<file path="src/shared/hpm_pkg.sv">
// constants for the host-port mailbox and interrupt routing block
package hpm_pkg;

  // ==========================================================
  // on-chip register offsets
  localparam logic [15:0] HPM_OFS_MSG1 = 16'h0144;
  localparam logic [15:0] HPM_OFS_MSG2 = 16'h0148;
  localparam logic [15:0] HPM_OFS_MBX = 16'hC0C6;
  localparam logic [15:0] HPM_OFS_ROUTE = 16'hC0C8;
  localparam logic [15:0] HPM_OFS_MBX_IE = 16'hC0CA;

  // ==========================================================
  // routing register field positions
  localparam int HPM_BIT_OTG_ID_HP = 14;
  localparam int HPM_BIT_FM2_HP = 13;
  localparam int HPM_BIT_FM2_CPU = 12;
  localparam int HPM_BIT_FM1_HP = 11;
  localparam int HPM_BIT_FM1_CPU = 10;
  localparam int HPM_BIT_RST2_HP = 9;
  localparam int HPM_BIT_SWAP_HI = 8;
  localparam int HPM_BIT_RES2_HP = 7;
  localparam int HPM_BIT_RES1_HP = 6;
  localparam int HPM_BIT_TRANSFER_DONE_IRQ_2_HP = 3;
  localparam int HPM_BIT_TRANSFER_DONE_IRQ_1_HP = 2;
  localparam int HPM_BIT_RST1_HP = 1;
  localparam int HPM_BIT_SWAP_LO = 0;
  localparam logic [15:0] HPM_ROUTE_WMASK = 16'h7FCF;

  // ==========================================================
  // mailbox interrupt enable field positions
  localparam int HPM_BIT_IE_RXF = 0;
  localparam int HPM_BIT_IE_TXE = 1;

  // ==========================================================
  // host-port select codes and status word layout
  localparam logic [1:0] HPM_HP_SEL_MBX = 2'h0;
  localparam logic [1:0] HPM_HP_SEL_MSG1 = 2'h1;
  localparam logic [1:0] HPM_HP_SEL_MSG2 = 2'h2;
  localparam logic [1:0] HPM_HP_SEL_STATUS = 2'h3;
  localparam int HPM_ST_MSG1 = 0;
  localparam int HPM_ST_MSG2 = 1;
  localparam int HPM_ST_NOTE = 2;
  localparam int HPM_ST_RXF = 3;
  localparam int HPM_ST_TXE = 4;

  // ==========================================================
  // reset values
  localparam logic [15:0] HPM_ROUTE_RST = 16'h0000;
  localparam logic [15:0] HPM_MBX_RST = 16'h0000;
  localparam logic [1:0] HPM_IE_RST = 2'h0;
  localparam logic HPM_MSG_FLAG_RST = 1'b1;
  localparam logic HPM_FLAG_RST = 1'b0;

  // ==========================================================
  // host-side settle time after reset before trusting the interrupt
  localparam int HPM_HOST_CLEAR_MS = 10;

endpackage

</file>
<file path="src/verilog/hpm_flag.sv">
// sticky event flag with set priority over clear
`timescale 1ns/1ps
module hpm_flag #(
  parameter logic RST_VAL = 1'b0
) (
  input wire logic i_clock,
  input wire logic i_rst,
  input wire logic i_set,
  input wire logic i_clr,
  output logic o_flag
);

  logic flag_r;
  logic flag_nxt;

  // ==========================================================
  // next value: a set in the clearing cycle is kept
  assign flag_nxt = i_set | (flag_r & ~i_clr);

  // flag storage
  always_ff @(posedge i_clock or posedge i_rst)
  begin
    if (i_rst)
    begin
      flag_r <= RST_VAL;
    end
    else
    begin
      flag_r <= flag_nxt;
    end
  end

  assign o_flag = flag_r;

endmodule // hpm_flag

</file>
<file path="src/verilog/hpm_host_port_mailbox.sv">
// host-port interrupt routing, message flags and shared mailbox
`timescale 1ns/1ps
module hpm_host_port_mailbox (
  input wire logic i_clock,
  input wire logic i_rst,
  // on-chip cpu register port
  input wire logic [15:0] i_cpu_addr,
  input wire logic i_cpu_wr,
  input wire logic i_cpu_rd,
  input wire logic [15:0] i_cpu_wdata,
  output logic [15:0] o_cpu_rdata,
  // external host port
  input wire logic [1:0] i_hp_sel,
  input wire logic i_hp_wr,
  input wire logic i_hp_rd,
  input wire logic [15:0] i_host_port_data_bus_in,
  output logic [15:0] o_host_port_data_bus_out,
  output logic o_host_port_data_bus_oe,
  output logic o_host_irq_out,
  // interrupt sources from the serial engines
  input wire logic i_otg_id_irq,
  input wire logic i_frame_marker_irq_1,
  input wire logic i_frame_marker_irq_2,
  input wire logic i_bus_reset_irq_1,
  input wire logic i_bus_reset_irq_2,
  input wire logic i_resume_irq_1,
  input wire logic i_resume_irq_2,
  input wire logic i_transfer_done_irq_1,
  input wire logic i_transfer_done_irq_2,
  // interrupts toward the on-chip cpu
  output logic o_cpu_otg_id_irq,
  output logic o_cpu_frame_marker_irq_1,
  output logic o_cpu_frame_marker_irq_2,
  output logic o_cpu_bus_reset_irq_1,
  output logic o_cpu_bus_reset_irq_2,
  output logic o_cpu_resume_irq_1,
  output logic o_cpu_resume_irq_2,
  output logic o_cpu_transfer_done_irq_1,
  output logic o_cpu_transfer_done_irq_2,
  output logic o_cpu_mbx_rx_full_irq,
  output logic o_cpu_mbx_tx_empty_irq
);

  // ==========================================================
  // storage
  logic [15:0] route_r;
  logic [15:0] route_nxt;
  logic [15:0] mbx_r;
  logic [15:0] mbx_nxt;
  logic [1:0] ie_r;
  logic [1:0] ie_nxt;
  logic [15:0] cpu_rdata_r;
  logic [15:0] cpu_rdata_nxt;
  logic [15:0] hp_dout_r;
  logic [15:0] hp_dout_nxt;
  logic hp_oe_r;
  logic host_irq_r;
  logic host_irq_nxt;
  logic [8:0] cpu_irq_r;
  logic [8:0] cpu_irq_nxt;
  logic [1:0] mbx_irq_r;
  logic [1:0] mbx_irq_nxt;

  // ==========================================================
  // cpu address decode
  logic cpu_hit_msg1;
  logic cpu_hit_msg2;
  logic cpu_hit_mbx;
  logic cpu_hit_route;
  logic cpu_hit_ie;

  assign cpu_hit_msg1 = (i_cpu_addr == hpm_pkg::HPM_OFS_MSG1);
  assign cpu_hit_msg2 = (i_cpu_addr == hpm_pkg::HPM_OFS_MSG2);
  assign cpu_hit_mbx = (i_cpu_addr == hpm_pkg::HPM_OFS_MBX);
  assign cpu_hit_route = (i_cpu_addr == hpm_pkg::HPM_OFS_ROUTE);
  assign cpu_hit_ie = (i_cpu_addr == hpm_pkg::HPM_OFS_MBX_IE);

  // ==========================================================
  // host port select decode
  logic hp_hit_mbx;
  logic hp_hit_msg1;
  logic hp_hit_msg2;

  assign hp_hit_mbx = (i_hp_sel == hpm_pkg::HPM_HP_SEL_MBX);
  assign hp_hit_msg1 = (i_hp_sel == hpm_pkg::HPM_HP_SEL_MSG1);
  assign hp_hit_msg2 = (i_hp_sel == hpm_pkg::HPM_HP_SEL_MSG2);

  // ==========================================================
  // byte lane swap, active only when both bits agree at one
  logic swap_on;
  logic [15:0] hp_din;

  assign swap_on = route_r[hpm_pkg::HPM_BIT_SWAP_HI] &
                   route_r[hpm_pkg::HPM_BIT_SWAP_LO];
  assign hp_din = swap_on ? {i_host_port_data_bus_in[7:0], i_host_port_data_bus_in[15:8]}
                          : i_host_port_data_bus_in;

  // ==========================================================
  // message flags: only the write event is kept, data is dropped
  logic msg1_flag;
  logic msg2_flag;
  logic msg1_set;
  logic msg2_set;
  logic msg1_clr;
  logic msg2_clr;

  assign msg1_set = i_cpu_wr & cpu_hit_msg1;
  assign msg2_set = i_cpu_wr & cpu_hit_msg2;
  assign msg1_clr = i_hp_rd & hp_hit_msg1;
  assign msg2_clr = i_hp_rd & hp_hit_msg2;

  // flags come up pending, mirroring the stray power-up content
  hpm_flag #(
    .RST_VAL(hpm_pkg::HPM_MSG_FLAG_RST)
  ) u_msg1_flag (
    .i_clock(i_clock),
    .i_rst(i_rst),
    .i_set(msg1_set),
    .i_clr(msg1_clr),
    .o_flag(msg1_flag)
  );

  hpm_flag #(
    .RST_VAL(hpm_pkg::HPM_MSG_FLAG_RST)
  ) u_msg2_flag (
    .i_clock(i_clock),
    .i_rst(i_rst),
    .i_set(msg2_set),
    .i_clr(msg2_clr),
    .o_flag(msg2_flag)
  );

  // ==========================================================
  // mailbox handshake flags
  logic mbx_host_wr;
  logic mbx_host_rd;
  logic mbx_cpu_wr;
  logic mbx_cpu_rd;
  logic rx_full;
  logic tx_empty;
  logic host_note;

  assign mbx_host_wr = i_hp_wr & hp_hit_mbx;
  assign mbx_host_rd = i_hp_rd & hp_hit_mbx;
  assign mbx_cpu_wr = i_cpu_wr & cpu_hit_mbx;
  assign mbx_cpu_rd = i_cpu_rd & cpu_hit_mbx;

  // receive full: host writes, cpu read acknowledges
  hpm_flag #(
    .RST_VAL(hpm_pkg::HPM_FLAG_RST)
  ) u_rx_full (
    .i_clock(i_clock),
    .i_rst(i_rst),
    .i_set(mbx_host_wr),
    .i_clr(mbx_cpu_rd),
    .o_flag(rx_full)
  );

  // transmit empty: host reads, cpu write acknowledges
  hpm_flag #(
    .RST_VAL(hpm_pkg::HPM_FLAG_RST)
  ) u_tx_empty (
    .i_clock(i_clock),
    .i_rst(i_rst),
    .i_set(mbx_host_rd),
    .i_clr(mbx_cpu_wr),
    .o_flag(tx_empty)
  );

  // host notice: cpu writes, host read acknowledges
  hpm_flag #(
    .RST_VAL(hpm_pkg::HPM_FLAG_RST)
  ) u_host_note (
    .i_clock(i_clock),
    .i_rst(i_rst),
    .i_set(mbx_cpu_wr),
    .i_clr(mbx_host_rd),
    .o_flag(host_note)
  );

  // ==========================================================
  // register write paths
  assign route_nxt = (i_cpu_wr & cpu_hit_route) ? (i_cpu_wdata & hpm_pkg::HPM_ROUTE_WMASK)
                                                : route_r;
  assign ie_nxt = (i_cpu_wr & cpu_hit_ie) ? i_cpu_wdata[1:0] : ie_r;
  // host write wins over a cpu write in the same cycle
  assign mbx_nxt = mbx_host_wr ? hp_din :
                   mbx_cpu_wr ? i_cpu_wdata : mbx_r;

  // ==========================================================
  // cpu read mux, unmapped and write-only locations read zero
  assign cpu_rdata_nxt = !i_cpu_rd ? cpu_rdata_r :
                         cpu_hit_mbx ? mbx_r :
                         cpu_hit_route ? route_r :
                         cpu_hit_ie ? {14'h0000, ie_r} : 16'h0000;

  // ==========================================================
  // host read mux, swapped onto the lanes as selected
  logic [15:0] hp_status;
  logic [15:0] hp_word;

  assign hp_status = {11'h000, tx_empty, rx_full, host_note, msg2_flag, msg1_flag};
  assign hp_word = hp_hit_mbx ? mbx_r :
                   (i_hp_sel == hpm_pkg::HPM_HP_SEL_STATUS) ? hp_status : 16'h0000;
  assign hp_dout_nxt = !i_hp_rd ? hp_dout_r :
                       swap_on ? {hp_word[7:0], hp_word[15:8]} : hp_word;

  // ==========================================================
  // interrupt routing toward the host port
  logic [8:0] to_host;

  assign to_host[0] = i_otg_id_irq & route_r[hpm_pkg::HPM_BIT_OTG_ID_HP];
  assign to_host[1] = i_frame_marker_irq_2 & route_r[hpm_pkg::HPM_BIT_FM2_HP];
  assign to_host[2] = i_frame_marker_irq_1 & route_r[hpm_pkg::HPM_BIT_FM1_HP];
  assign to_host[3] = i_bus_reset_irq_2 & route_r[hpm_pkg::HPM_BIT_RST2_HP];
  assign to_host[4] = i_bus_reset_irq_1 & route_r[hpm_pkg::HPM_BIT_RST1_HP];
  assign to_host[5] = i_resume_irq_2 & route_r[hpm_pkg::HPM_BIT_RES2_HP];
  assign to_host[6] = i_resume_irq_1 & route_r[hpm_pkg::HPM_BIT_RES1_HP];
  assign to_host[7] = i_transfer_done_irq_2 & route_r[hpm_pkg::HPM_BIT_TRANSFER_DONE_IRQ_2_HP];
  assign to_host[8] = i_transfer_done_irq_1 & route_r[hpm_pkg::HPM_BIT_TRANSFER_DONE_IRQ_1_HP];

  // ==========================================================
  // interrupt routing toward the on-chip cpu
  assign cpu_irq_nxt[0] = i_otg_id_irq & ~route_r[hpm_pkg::HPM_BIT_OTG_ID_HP];
  assign cpu_irq_nxt[1] = i_frame_marker_irq_2 & route_r[hpm_pkg::HPM_BIT_FM2_CPU];
  assign cpu_irq_nxt[2] = i_frame_marker_irq_1 & route_r[hpm_pkg::HPM_BIT_FM1_CPU];
  assign cpu_irq_nxt[3] = i_bus_reset_irq_2 & ~route_r[hpm_pkg::HPM_BIT_RST2_HP];
  assign cpu_irq_nxt[4] = i_bus_reset_irq_1 & ~route_r[hpm_pkg::HPM_BIT_RST1_HP];
  assign cpu_irq_nxt[5] = i_resume_irq_2 & ~route_r[hpm_pkg::HPM_BIT_RES2_HP];
  assign cpu_irq_nxt[6] = i_resume_irq_1 & ~route_r[hpm_pkg::HPM_BIT_RES1_HP];
  assign cpu_irq_nxt[7] = i_transfer_done_irq_2 & ~route_r[hpm_pkg::HPM_BIT_TRANSFER_DONE_IRQ_2_HP];
  assign cpu_irq_nxt[8] = i_transfer_done_irq_1 & ~route_r[hpm_pkg::HPM_BIT_TRANSFER_DONE_IRQ_1_HP];

  // mailbox interrupts gated by their enables
  assign mbx_irq_nxt[0] = rx_full & ie_r[hpm_pkg::HPM_BIT_IE_RXF];
  assign mbx_irq_nxt[1] = tx_empty & ie_r[hpm_pkg::HPM_BIT_IE_TXE];

  // ==========================================================
  // combined host interrupt
  assign host_irq_nxt = msg1_flag | msg2_flag | host_note | (|to_host);

  // ==========================================================
  // control registers
  always_ff @(posedge i_clock or posedge i_rst)
  begin
    if (i_rst)
    begin
      route_r <= hpm_pkg::HPM_ROUTE_RST;
      ie_r <= hpm_pkg::HPM_IE_RST;
      mbx_r <= hpm_pkg::HPM_MBX_RST;
    end
    else
    begin
      route_r <= route_nxt;
      ie_r <= ie_nxt;
      mbx_r <= mbx_nxt;
    end
  end

  // ==========================================================
  // output registers
  always_ff @(posedge i_clock or posedge i_rst)
  begin
    if (i_rst)
    begin
      cpu_rdata_r <= 16'h0000;
      hp_dout_r <= 16'h0000;
      hp_oe_r <= 1'b0;
      host_irq_r <= 1'b0;
      cpu_irq_r <= 9'h000;
      mbx_irq_r <= 2'h0;
    end
    else
    begin
      cpu_rdata_r <= cpu_rdata_nxt;
      hp_dout_r <= hp_dout_nxt;
      hp_oe_r <= i_hp_rd; // drive lanes one cycle per read
      host_irq_r <= host_irq_nxt;
      cpu_irq_r <= cpu_irq_nxt;
      mbx_irq_r <= mbx_irq_nxt;
    end
  end

  // ==========================================================
  // port assignments
  assign o_cpu_rdata = cpu_rdata_r;
  assign o_host_port_data_bus_out = hp_dout_r;
  assign o_host_port_data_bus_oe = hp_oe_r;
  assign o_host_irq_out = host_irq_r;
  assign o_cpu_otg_id_irq = cpu_irq_r[0];
  assign o_cpu_frame_marker_irq_2 = cpu_irq_r[1];
  assign o_cpu_frame_marker_irq_1 = cpu_irq_r[2];
  assign o_cpu_bus_reset_irq_2 = cpu_irq_r[3];
  assign o_cpu_bus_reset_irq_1 = cpu_irq_r[4];
  assign o_cpu_resume_irq_2 = cpu_irq_r[5];
  assign o_cpu_resume_irq_1 = cpu_irq_r[6];
  assign o_cpu_transfer_done_irq_2 = cpu_irq_r[7];
  assign o_cpu_transfer_done_irq_1 = cpu_irq_r[8];
  assign o_cpu_mbx_rx_full_irq = mbx_irq_r[0];
  assign o_cpu_mbx_tx_empty_irq = mbx_irq_r[1];

endmodule // hpm_host_port_mailbox

</file>
<file path="config.mk">
export PLATFORM = sky130hd
export DESIGN_NAME = hpm_host_port_mailbox
export DESIGN_NICKNAME = d
export VERILOG_FILES = /design/src/shared/hpm_pkg.sv /design/src/verilog/hpm_flag.sv /design/src/verilog/hpm_host_port_mailbox.sv
export SDC_FILE = /design/constraint.sdc
export NUM_CORES = 1
export LEC_CHECK = 0
export BUFFER_PORTS_ARGS = -buffer_cell sky130_fd_sc_hd__buf_2
export CORE_MARGIN = 5
export CORE_UTILIZATION = 55
export DETAILED_ROUTE_END_ITERATION = 10
export PLACE_DENSITY = 0.84
export SLEW_MARGIN = 20
export SYNTH_ARGS = -nofsm -noshare
export SYNTH_HDL_FRONTEND = slang
export SYNTH_SLANG_ARGS = --single-unit
</file>
<file path="constraint.sdc">
create_clock -name i_clock -period 4.8 [get_ports i_clock]
set_input_delay 0.48 -clock i_clock [delete_from_list [all_inputs] [get_ports i_clock]]
set_output_delay 0.48 -clock i_clock [all_outputs]
set_load 0.005 [all_outputs]
</file>
# After elaboration in Yosys (flattened, before gate mapping)
# Cells that the tools add are included.
[word_totals]
ff_bits = 81
output_inout_bits = 45
elab_cells = 90
[op_classes]
eq_ne = 8
mux = 9
bitwise = 56
n_reduce_logical = 3
[op_table]
columns = ["op", "n"]
rows = [
  ["16-bit 2-to-1 mux", 6],
  ["16-bit equality test (second input constant)", 3],
  ["1-bit AND", 36],
  ["16-bit by 9-bit equality test with 1-bit output (second input constant)", 2],
  ["15-bit 2-to-1 mux", 1],
  ["1-bit inverter", 12],
  ["9-bit OR reduction", 1],
  ["1-bit OR", 8],
  ["5-bit 2-to-1 mux", 1],
  ["2-bit equality test (second input constant)", 2],
  ["2-bit by 1-bit equality test with 1-bit output (second input constant)", 1],
  ["2-bit logical NOT", 1],
  ["2-bit 2-to-1 mux", 1],
  ["2-bit nonzero test", 1],
]

# Longest topological paths before layout
# Gate-level depths: netlist of run 1.
[logic_depth]
word_depth = 5
depth_mapped = 6

# By module
# A second synthesis of run 1 with hierarchy kept.
[unflattened]
cells_unflattened = 348
hier_area_um2 = 3872.5
[modules_own_cells]
columns = ["module", "instances", "cells_each", "area_per_inst_um2"]
rows = [
  ["hpm_host_port_mailbox", 1, 328, 3669.8],
  ["hpm_flag at u_host_note ...", 3, 4, 40.0],
  ["hpm_flag at u_msg1_flag ...", 2, 4, 41.3],
]

# Worst setup path before layout of run 1
# No wires, ideal clock.
[synth_path]
kind = "in2reg"
startpoint = "in i_cpu_addr[10]"
endpoint = "reg route_r[0]"
t_arrival_ns = 1.661
path_slack_ns = 3.013
cell_stages = 5
n_path_buf = 1
cell_sequence = "nor4_4 nand2_2 nor3_4 buf_12 mux2_4"
[synth_via]
elab_chain_len = 2
[synth_lines]
columns = ["item", "line_no", "text"]
rows = [
  ["start, declared", "hpm_host_port_mailbox.sv:7", "input wire logic [15:0] i_cpu_addr,"],
  ["16-bit equality test", "hpm_host_port_mailbox.sv:75", "assign cpu_hit_route = (i_cpu_addr == hpm_pkg::HPM_OFS_ROUTE);"],
  ["1-bit AND", "hpm_host_port_mailbox.sv:183", "assign route_nxt = (i_cpu_wr & cpu_hit_route) ? (i_cpu_wdata & hpm_pkg::HPM_ROUTE_WMASK)"],
  ["end signal, assigned", "hpm_host_port_mailbox.sv:248", "route_r <= hpm_pkg::HPM_ROUTE_RST;"],
  ["end signal, assigned", "hpm_host_port_mailbox.sv:254", "route_r <= route_nxt;"],
  ["end, declared", "hpm_host_port_mailbox.sv:46", "logic [15:0] route_r;"],
]
# No other way between the ends.
# A chain may end at the register's enable or synchronous reset.

# Worst setup path in the final report of run 1
[layout_path]
startpoint = "in i_cpu_addr[11]"
endpoint = "reg route_r[12]"
# Same word-level chain as after synthesis.

==> results of run 1 <==
critical path, delay by kind of cell:
kind | cells | cell delay, ps
buffers and inverters | 1 | 100
AND/OR/NAND/NOR | 3 | 1520
multiplexers | 1 | 420
routing by layer:
layer	GRT usage [%]	routed length [um]	up-vias
li1	-	-	1465
met1	33.6	4280	1643
met4	9.27	276	0
met5	0	0	-
met2	40.5	5110	192
met3	4.91	924	27
logic make-up after synthesis:
family	Yosys count	synth area share, %
AOI/OAI and AO/OA	98	18.2
and+or+nand+nor	93	13.9
DFF	81	52.7
muxes	37	11.1
buffers and inverters	32	4.13
layout make-up:
cell class,count,area [um2],area share [%]
clock buffer,14,173,3.72
clock inverter,2,60.1,1.29
inverter,8,31.3,0.674
multi-input combinational,228,1660,35.8
sequential,81,2030,43.7
tap,96,120,2.59
timing repair buffer,111,564,12.2
power breakdown:
part | internal, mW | switching, mW
Sequential | 0.721 | 0.0387
Combinational | 0.0723 | 0.0876
Clock | 0.337 | 0.243
state kept, by name, summed over array words and instances (netlist names), 2 cells and up:
signal and flops:
route_r 13, cpu_irq_r 9, o_cpu_rdata 16, mbx_irq_r 2
o_host_port_data_bus_out 16, mbx_r 16, ie_r 2
Yosys cell counts:
master / instances
dfrtp_1: 79
a31oi_1: 26
mux2i_1: 22
nor2b_1: 20
nand2_1: 19
o21ai_0: 19
a22oi_1: 18
a22o_1: 14
nor2_1: 14
nand3_1: 12
a221o_1: 11
clkbuf_1: 11
mux2_4: 10
inv_1: 8
and2_1: 7
buf_2: 6
o22ai_1: 6
mux2_2: 5
buf_4: 4
nor3_1: 3
and3b_1: 2
buf_1: 2
dfstp_2: 2
nand3b_1: 2
nand4_1: 2
o2bb2ai_1: 2
a221oi_1: 1
a222oi_1: 1
and2_0: 1
and4_1: 1
and4bb_2: 1
buf_12: 1
nand2_2: 1
nand2b_1: 1
nor2_2: 1
nor2_4: 1
nor3_4: 1
nor3b_2: 1
nor4_1: 1
nor4_4: 1
or3_1: 1
worst max path at each step:
stage,from,to,slack [ps],cells after the start
detailed placement,i_cpu_addr[11],route_r[12]$_DFFE_PP0P_,2180,5
global route,i_cpu_addr[11],route_r[13]$_DFFE_PP0P_,2410,5
CTS,i_cpu_addr[11],route_r[12]$_DFFE_PP0P_,2560,5
global placement,i_cpu_addr[11],route_r[12]$_DFFE_PP0P_,2250,5
finish,i_cpu_addr[11],route_r[12]$_DFFE_PP0P_,2520,5
floorplan,i_rst,cpu_irq_r[0]$_DFF_PP0_,2240,1
stage by stage:
step | hold slack, ps | utilization (%) | instance area, um2 | total power [mW]
final | 314 | 68.3 | 4640 | 1.50
after global routing | 348 | 68.3 | 4640 | 1.56
after CTS | 346 | 68.2 | 4630 | 1.50
after detailed placement | 475 | 64.8 | 4400 | 0.931
after global placement | 475 | 64.8 | 4400 | 0.924
after floorplan | 445 | - | 3850 | 0.845
==> out/summary.txt, run 1 <==
grt total ovfl: 0
Post-DRT Antenna Nets: 0
H-tree levels: 3
Via density: 6.16
Reg-to-Reg Start: route_r[0]$_DFFE_PP0P_
most frequent cells in the layout: buf_2 (109), dfrtp_1 (79), a31oi_1 (26)
Yosys top cell area share: 51.4%
Avg Inst Size Synth: 11.3 um2
fill count: 546
# clock sinks: 81
first-pass GRT wire length: 16900 um
Die X: 93.6 um
Area Overhead vs Synth: 20.6%
clock slew at reported path FFs: 80 ps
port bufs: 109
CP Data Required Time: 5040 ps
dpl ws: 2180 ps
critical path, cell by cell: buf_2 -> and4bb_2 -> nand2_1 -> nor3_4 -> mux2_2
Synth Instances: 341
CTS Buf Count: 9
initial antenna violation count: 0
max incr delay on CP: 820 ps
Post-Layout Cell Count: 540
status: complete, no violations
total core area: 6790 um2
DR vias: 3327
Die Y-Extent: 93.6 um
WL per Instance: 19.6 um
critical path class: primary input to register
largest net degree at the start of global routing: 82
worst-margin pin slew: 980 ps
CP Data Arrival Time: 2520 ps
Synth Register Bits: 81
register area share after synthesis: 52.7%
number of global-route vias before repair: 3337
Startpoint Class: primary input
Crit-path slowest cell: nor3_4
Fin. Hold Viols: 0
Tmin final: 2280 ps
GPL Wtd Cong: 0.903
CTS tree: yes
Final Worst Setup Slack: 2520 ps
Ant. Diodes: 0
setup violators final: 0
Max Cap Viol: 0
fraction of layout cells with a size suffix above 1: 34.2%
Slew headroom: 34.5%
Synth Cell Area: 3850 um2
nets@finish: 504
post-CTS sizing: 0
RR Endpoint: mbx_r[2]$_DFFE_PP0P_
Leak: 2.23 nW
Cell variety after synth: 41
# hold bufs at CTS: 0
Initial DRT Pass Iterations: 5
# IOs: 110
Crit. End Element: register
DP Cell Count: 524
setup TNS: 0 ps
RSZ-0062 raised after global routing: no
R2R setup slack: 3000 ps
clk_lat worst skew: 360 ps
Max Fclk: 438 MHz
total track usage: 25.1%
Worst Hold Class: primary input to asynchronous set/reset pin
Synthesized Nets: 406
WL final: 10600 um
drt initial violations: 301
maximum VDD drop: 0.000161 V
clk buf depth: 2
worst-case clock skew: 13.4 ps
max-slew violations: 0
most common cell after layout, fill and taps aside: buf_2
Die ar.: 8770 um2
Root Buffer: clkbuf_8
crit path max fanout: 19
Reg2Reg Depth: 3
Tcrit/Tclk final: 47.5%
# DRC: 0
Initial Utilization: 56.6%
FP Rows: 30
yosys warns: 0
power per cell area: 323 nW/um2
hpwl dp: 7390 um
cell taking the most area after synthesis: dfrtp_1
# Post-CTS Setup Buffers: 0
top cells by area, synth: dfrtp_1 (51%), mux2i_1 (5.7%), a31oi_1 (4.2%)
No activity file was read; power rests on OpenSTA's default activity.
==> run 2, diff against run 1 <==
ABC_AREA = 1   (was unset)
CORE_UTILIZATION = 53   (was 55)
PLACE_DENSITY = 0.81   (was 0.84)
clock period = 2.1 ns   (was 4.8 ns; I/O delays follow)
==> run 2 against run 1 <==
Effect of this change: sequential cell count stayed put; critical endpoint is now o_host_port_data_bus_out[12]$_DFFE_PP0P_; die area is 7.9% higher; critical path type is now register to register; global-route usage is 0.32 points lower.
==> out/summary.txt, run 2 <==
status: complete, no violations
clock slew at reported path FFs: 90 ps (about the same)
RR Endpoint: o_host_port_data_bus_out[12]$_DFFE_PP0P_
Initial DRT Pass Iterations: 5 (unchanged)
port bufs: 109 (unchanged)
setup violators final: 0 (unchanged)
# DRC: 0 (unchanged)
total core area: 7330 um2 (+7.9%)
max-slew violations: 0 (unchanged)
Yosys top cell area share: 49.0% (-2.4 points)
Clk pwr share: 37.2% (-1.4 points)
hpwl dp: 8130 um (+9.9%)
Cell variety after synth: 36 (-12%)
Max Cap Viol: 0 (unchanged)
Flop pwr share: 51.1% (+0.4 points)
Initial Utilization: 55.0% (-1.6 points)
Tcrit/Tclk final: 76.0%
Max Fclk: 626 MHz
initial antenna violation count: 0 (unchanged)
Ant. Diodes: 0 (unchanged)
Root Buffer: clkbuf_8
Die Y-Extent: 97.3 um (+3.9%)
cell taking the most area after synthesis: dfrtp_1
worst setup path endpoint: o_host_port_data_bus_out[12]$_DFFE_PP0P_
worst-case clock skew: 2.49 ps (-10.9 ps)
number of global-route vias before repair: 3813 (+14%)
yosys warns: 0 (unchanged)
setup TNS: 0 ps (unchanged)
P_int: 2.42 mW (+110%)
GPL Wtd Cong: 0.916 (+1.5%)
Switching Share: 27.4% (+2.8 points)
Post-DRT Antenna Nets: 0 (unchanged)
NetSw: 0.913 mW (+150%)
worst hold slack: 52.4 ps (-261 ps)
maximum VDD drop: 0.000429 V (+170%)
Fin. Hold Viols: 0 (unchanged)
grt total ovfl: 0 (unchanged)
Slew headroom: 53.6% (+19 points)
count leader, synth: nand2_1
CP top delay family: buffers and inverters
CTS Buf Count: 9 (unchanged)
Reg-to-Reg Start: route_r[8]$_DFFE_PP0P_
Worst Hold Class: primary input to register
grt peak-use layer: met2
most frequent cells in the layout: nand2_1 (137), buf_2 (109), o21ai_0 (81)
predominant post-synthesis flop cell: dfrtp_1
worst-margin pin slew: 696 ps (-285 ps)
R2R setup slack: 500 ps (-2500 ps)
clk buf depth: 2 (unchanged)
Reg2Reg Depth: 5 (+2)
# IOs: 110 (unchanged)
Startpoint Class: register
critical path, cell by cell: nand2_2 -> inv_1 -> buf_4 -> o21ai_0 -> o21ai_0
largest net degree at the start of global routing: 82 (unchanged)
max incr delay on CP: 510 ps (-310 ps)
CP Data Arrival Time: 1880 ps (-640 ps)
EDFF count, synth: 0 (unchanged)
nets@finish: 672 (+33%)
WL per Instance: 15.9 um (-19%)
Die ar.: 9460 um2 (+7.9%)
clk_lat worst skew: 360 ps (about the same)
ys async rst share: 100% (unchanged)
Die X: 97.3 um (+3.9%)
Via density: 5.44 (-12%)
critical path class: register to register
register area share after synthesis: 50.3% (-2.5 points)
Avg Inst Size Synth: 7.99 um2 (-29%)
post-CTS sizing: 0 (unchanged)
total track usage: 24.7% (-0.32 points)
FP Rows: 31 (+3.3%)
Area Overhead vs Synth: 19.7%
Critical Path Source: route_r[8]$_DFFE_PP0P_
Synth Instances: 505 (+48%)
H-tree levels: 3 (unchanged)
WL final: 11300 um (+6.6%)
Synth Register Bits: 81 (unchanged)
top cells by area, synth: dfrtp_1 (49%), nand2_1 (13%), o21ai_0 (10%)
Crit-path slowest cell: inv_1
WP buf/inv: 2 (+1)
crit-path most repeated cell: o21ai_0
RSZ-0062 raised after global routing: no
Synthesized Nets: 570 (+40%)
Synth Cell Area: 4040 um2 (+4.9%)
most common cell after layout, fill and taps aside: nand2_1
Crit. End Element: register
drt initial violations: 289 (-4.0%)
Pwr Total: 3.33 mW (+120%)
first-pass GRT wire length: 18900 um (+12%)
CTS tree: yes
power per cell area: 690 nW/um2 (+110%)
# Post-CTS Setup Buffers: 0 (unchanged)
Leak: 2.66 nW (+19%)
WP depth: 5 (unchanged)
global-route met2 utilization: 38.2% (-2.3 points)
DR vias: 3866 (+16%)
Comb power frac: 11.8% (+1.1 points)
# clock sinks: 81 (unchanged)
fraction of layout cells with a size suffix above 1: 25.3% (-8.9 points)
crit path max fanout: 24 (+5)
Tmin final: 1600 ps
# hold bufs at CTS: 1 (+1)
CP Data Required Time: 2380 ps (-2660 ps)
met1 usage: 33.0% (-0.62 points)
GR Layer Usage met3: 6.46% (+1.6 points)
Post-synth top cells: nand2_1 (137), o21ai_0 (81), dfrtp_1 (79), nor2_1 (50), inv_1 (43)
run 2: cell count changes after synthesis, moves of 18 or more:
cell | before | now
a31oi_1 | 26 | 0
nand3_1 | 12 | 40
mux2i_1 | 22 | 0
nor2_1 | 14 | 50
nor2b_1 | 20 | 0
inv_1 | 8 | 43
a22oi_1 | 18 | 0
nand2_1 | 19 | 137
o21ai_0 | 19 | 81
run 2: routing by layer:
metal,vias up,wire [um]
li1,1834,-
met1,1800,4590
met2,197,5250
met3,35,1050
met4,0,409
met5,-,0
run 2: logic make-up (layout without fill, tap and decap cells):
logic type             count (synthesis)  after routing  synth area share (%)
AOI/OAI and AO/OA                    107            107                  14.6
and+or+nand+nor                      247            247                  27.1
DFF                                   81             81                  50.3
buffers and inverters                 70            177                  8.03
run 2: power groups by stage:
| stage | clock network, mW | registers [mW] | logic [mW] |
|---|---|---|---|
| 2_1_floorplan | 0 | 1.72 | 0.217 |
| 3_3_place_gp | 0 | 1.73 | 0.380 |
| 3_5_place_dp | 0 | 1.73 | 0.390 |
| 4_1_cts | 1.24 | 1.70 | 0.394 |
| 5_1_grt | 1.30 | 1.71 | 0.446 |
| 6_report | 1.24 | 1.70 | 0.392 |
run 2: area by class of cell:
cell class                 count  area (um2)
sequential                    81        2030
tap                           99         124
timing repair buffer         114         598
clock buffer                  11         151
multi-input combinational    354        1680
inverter                      47         183
clock inverter                 5        62.6
fill                         625        2500
run 2: how the worst min path moves through the flow:
stage / from / to / slack (ps) / cells past startpoint
after global routing: i_transfer_done_irq_2 / cpu_irq_r[7]$_DFF_PP0_ / 60 / 3
after detailed placement: i_rst / o_cpu_rdata[9]$_DFFE_PP0P_ / 370 / 3
after CTS: i_transfer_done_irq_2 / cpu_irq_r[7]$_DFF_PP0_ / 40 / 3
final: i_transfer_done_irq_2 / cpu_irq_r[7]$_DFF_PP0_ / 50 / 3
after global placement: i_rst / o_cpu_rdata[9]$_DFFE_PP0P_ / 360 / 3
after floorplan: i_hp_rd / o_host_port_data_bus_oe$_DFF_PP0_ / 240 / 0
run 2: stage by stage:
step	cells	utilization (%)	instance area, um2	setup slack [ps]
floorplan	505	-	4040	915
global placement	694	62.8	4610	577
detailed placement	694	62.8	4610	521
CTS	711	65.9	4830	526
global route	711	65.9	4830	300
finish	711	65.9	4830	504
run 2: worst register-to-register path: stages (launching register included):
cell     delay (ps)
dfrtp_1         410
nand2_2          70
inv_1           510
buf_4           270
o21ai_0          80
o21ai_0         170
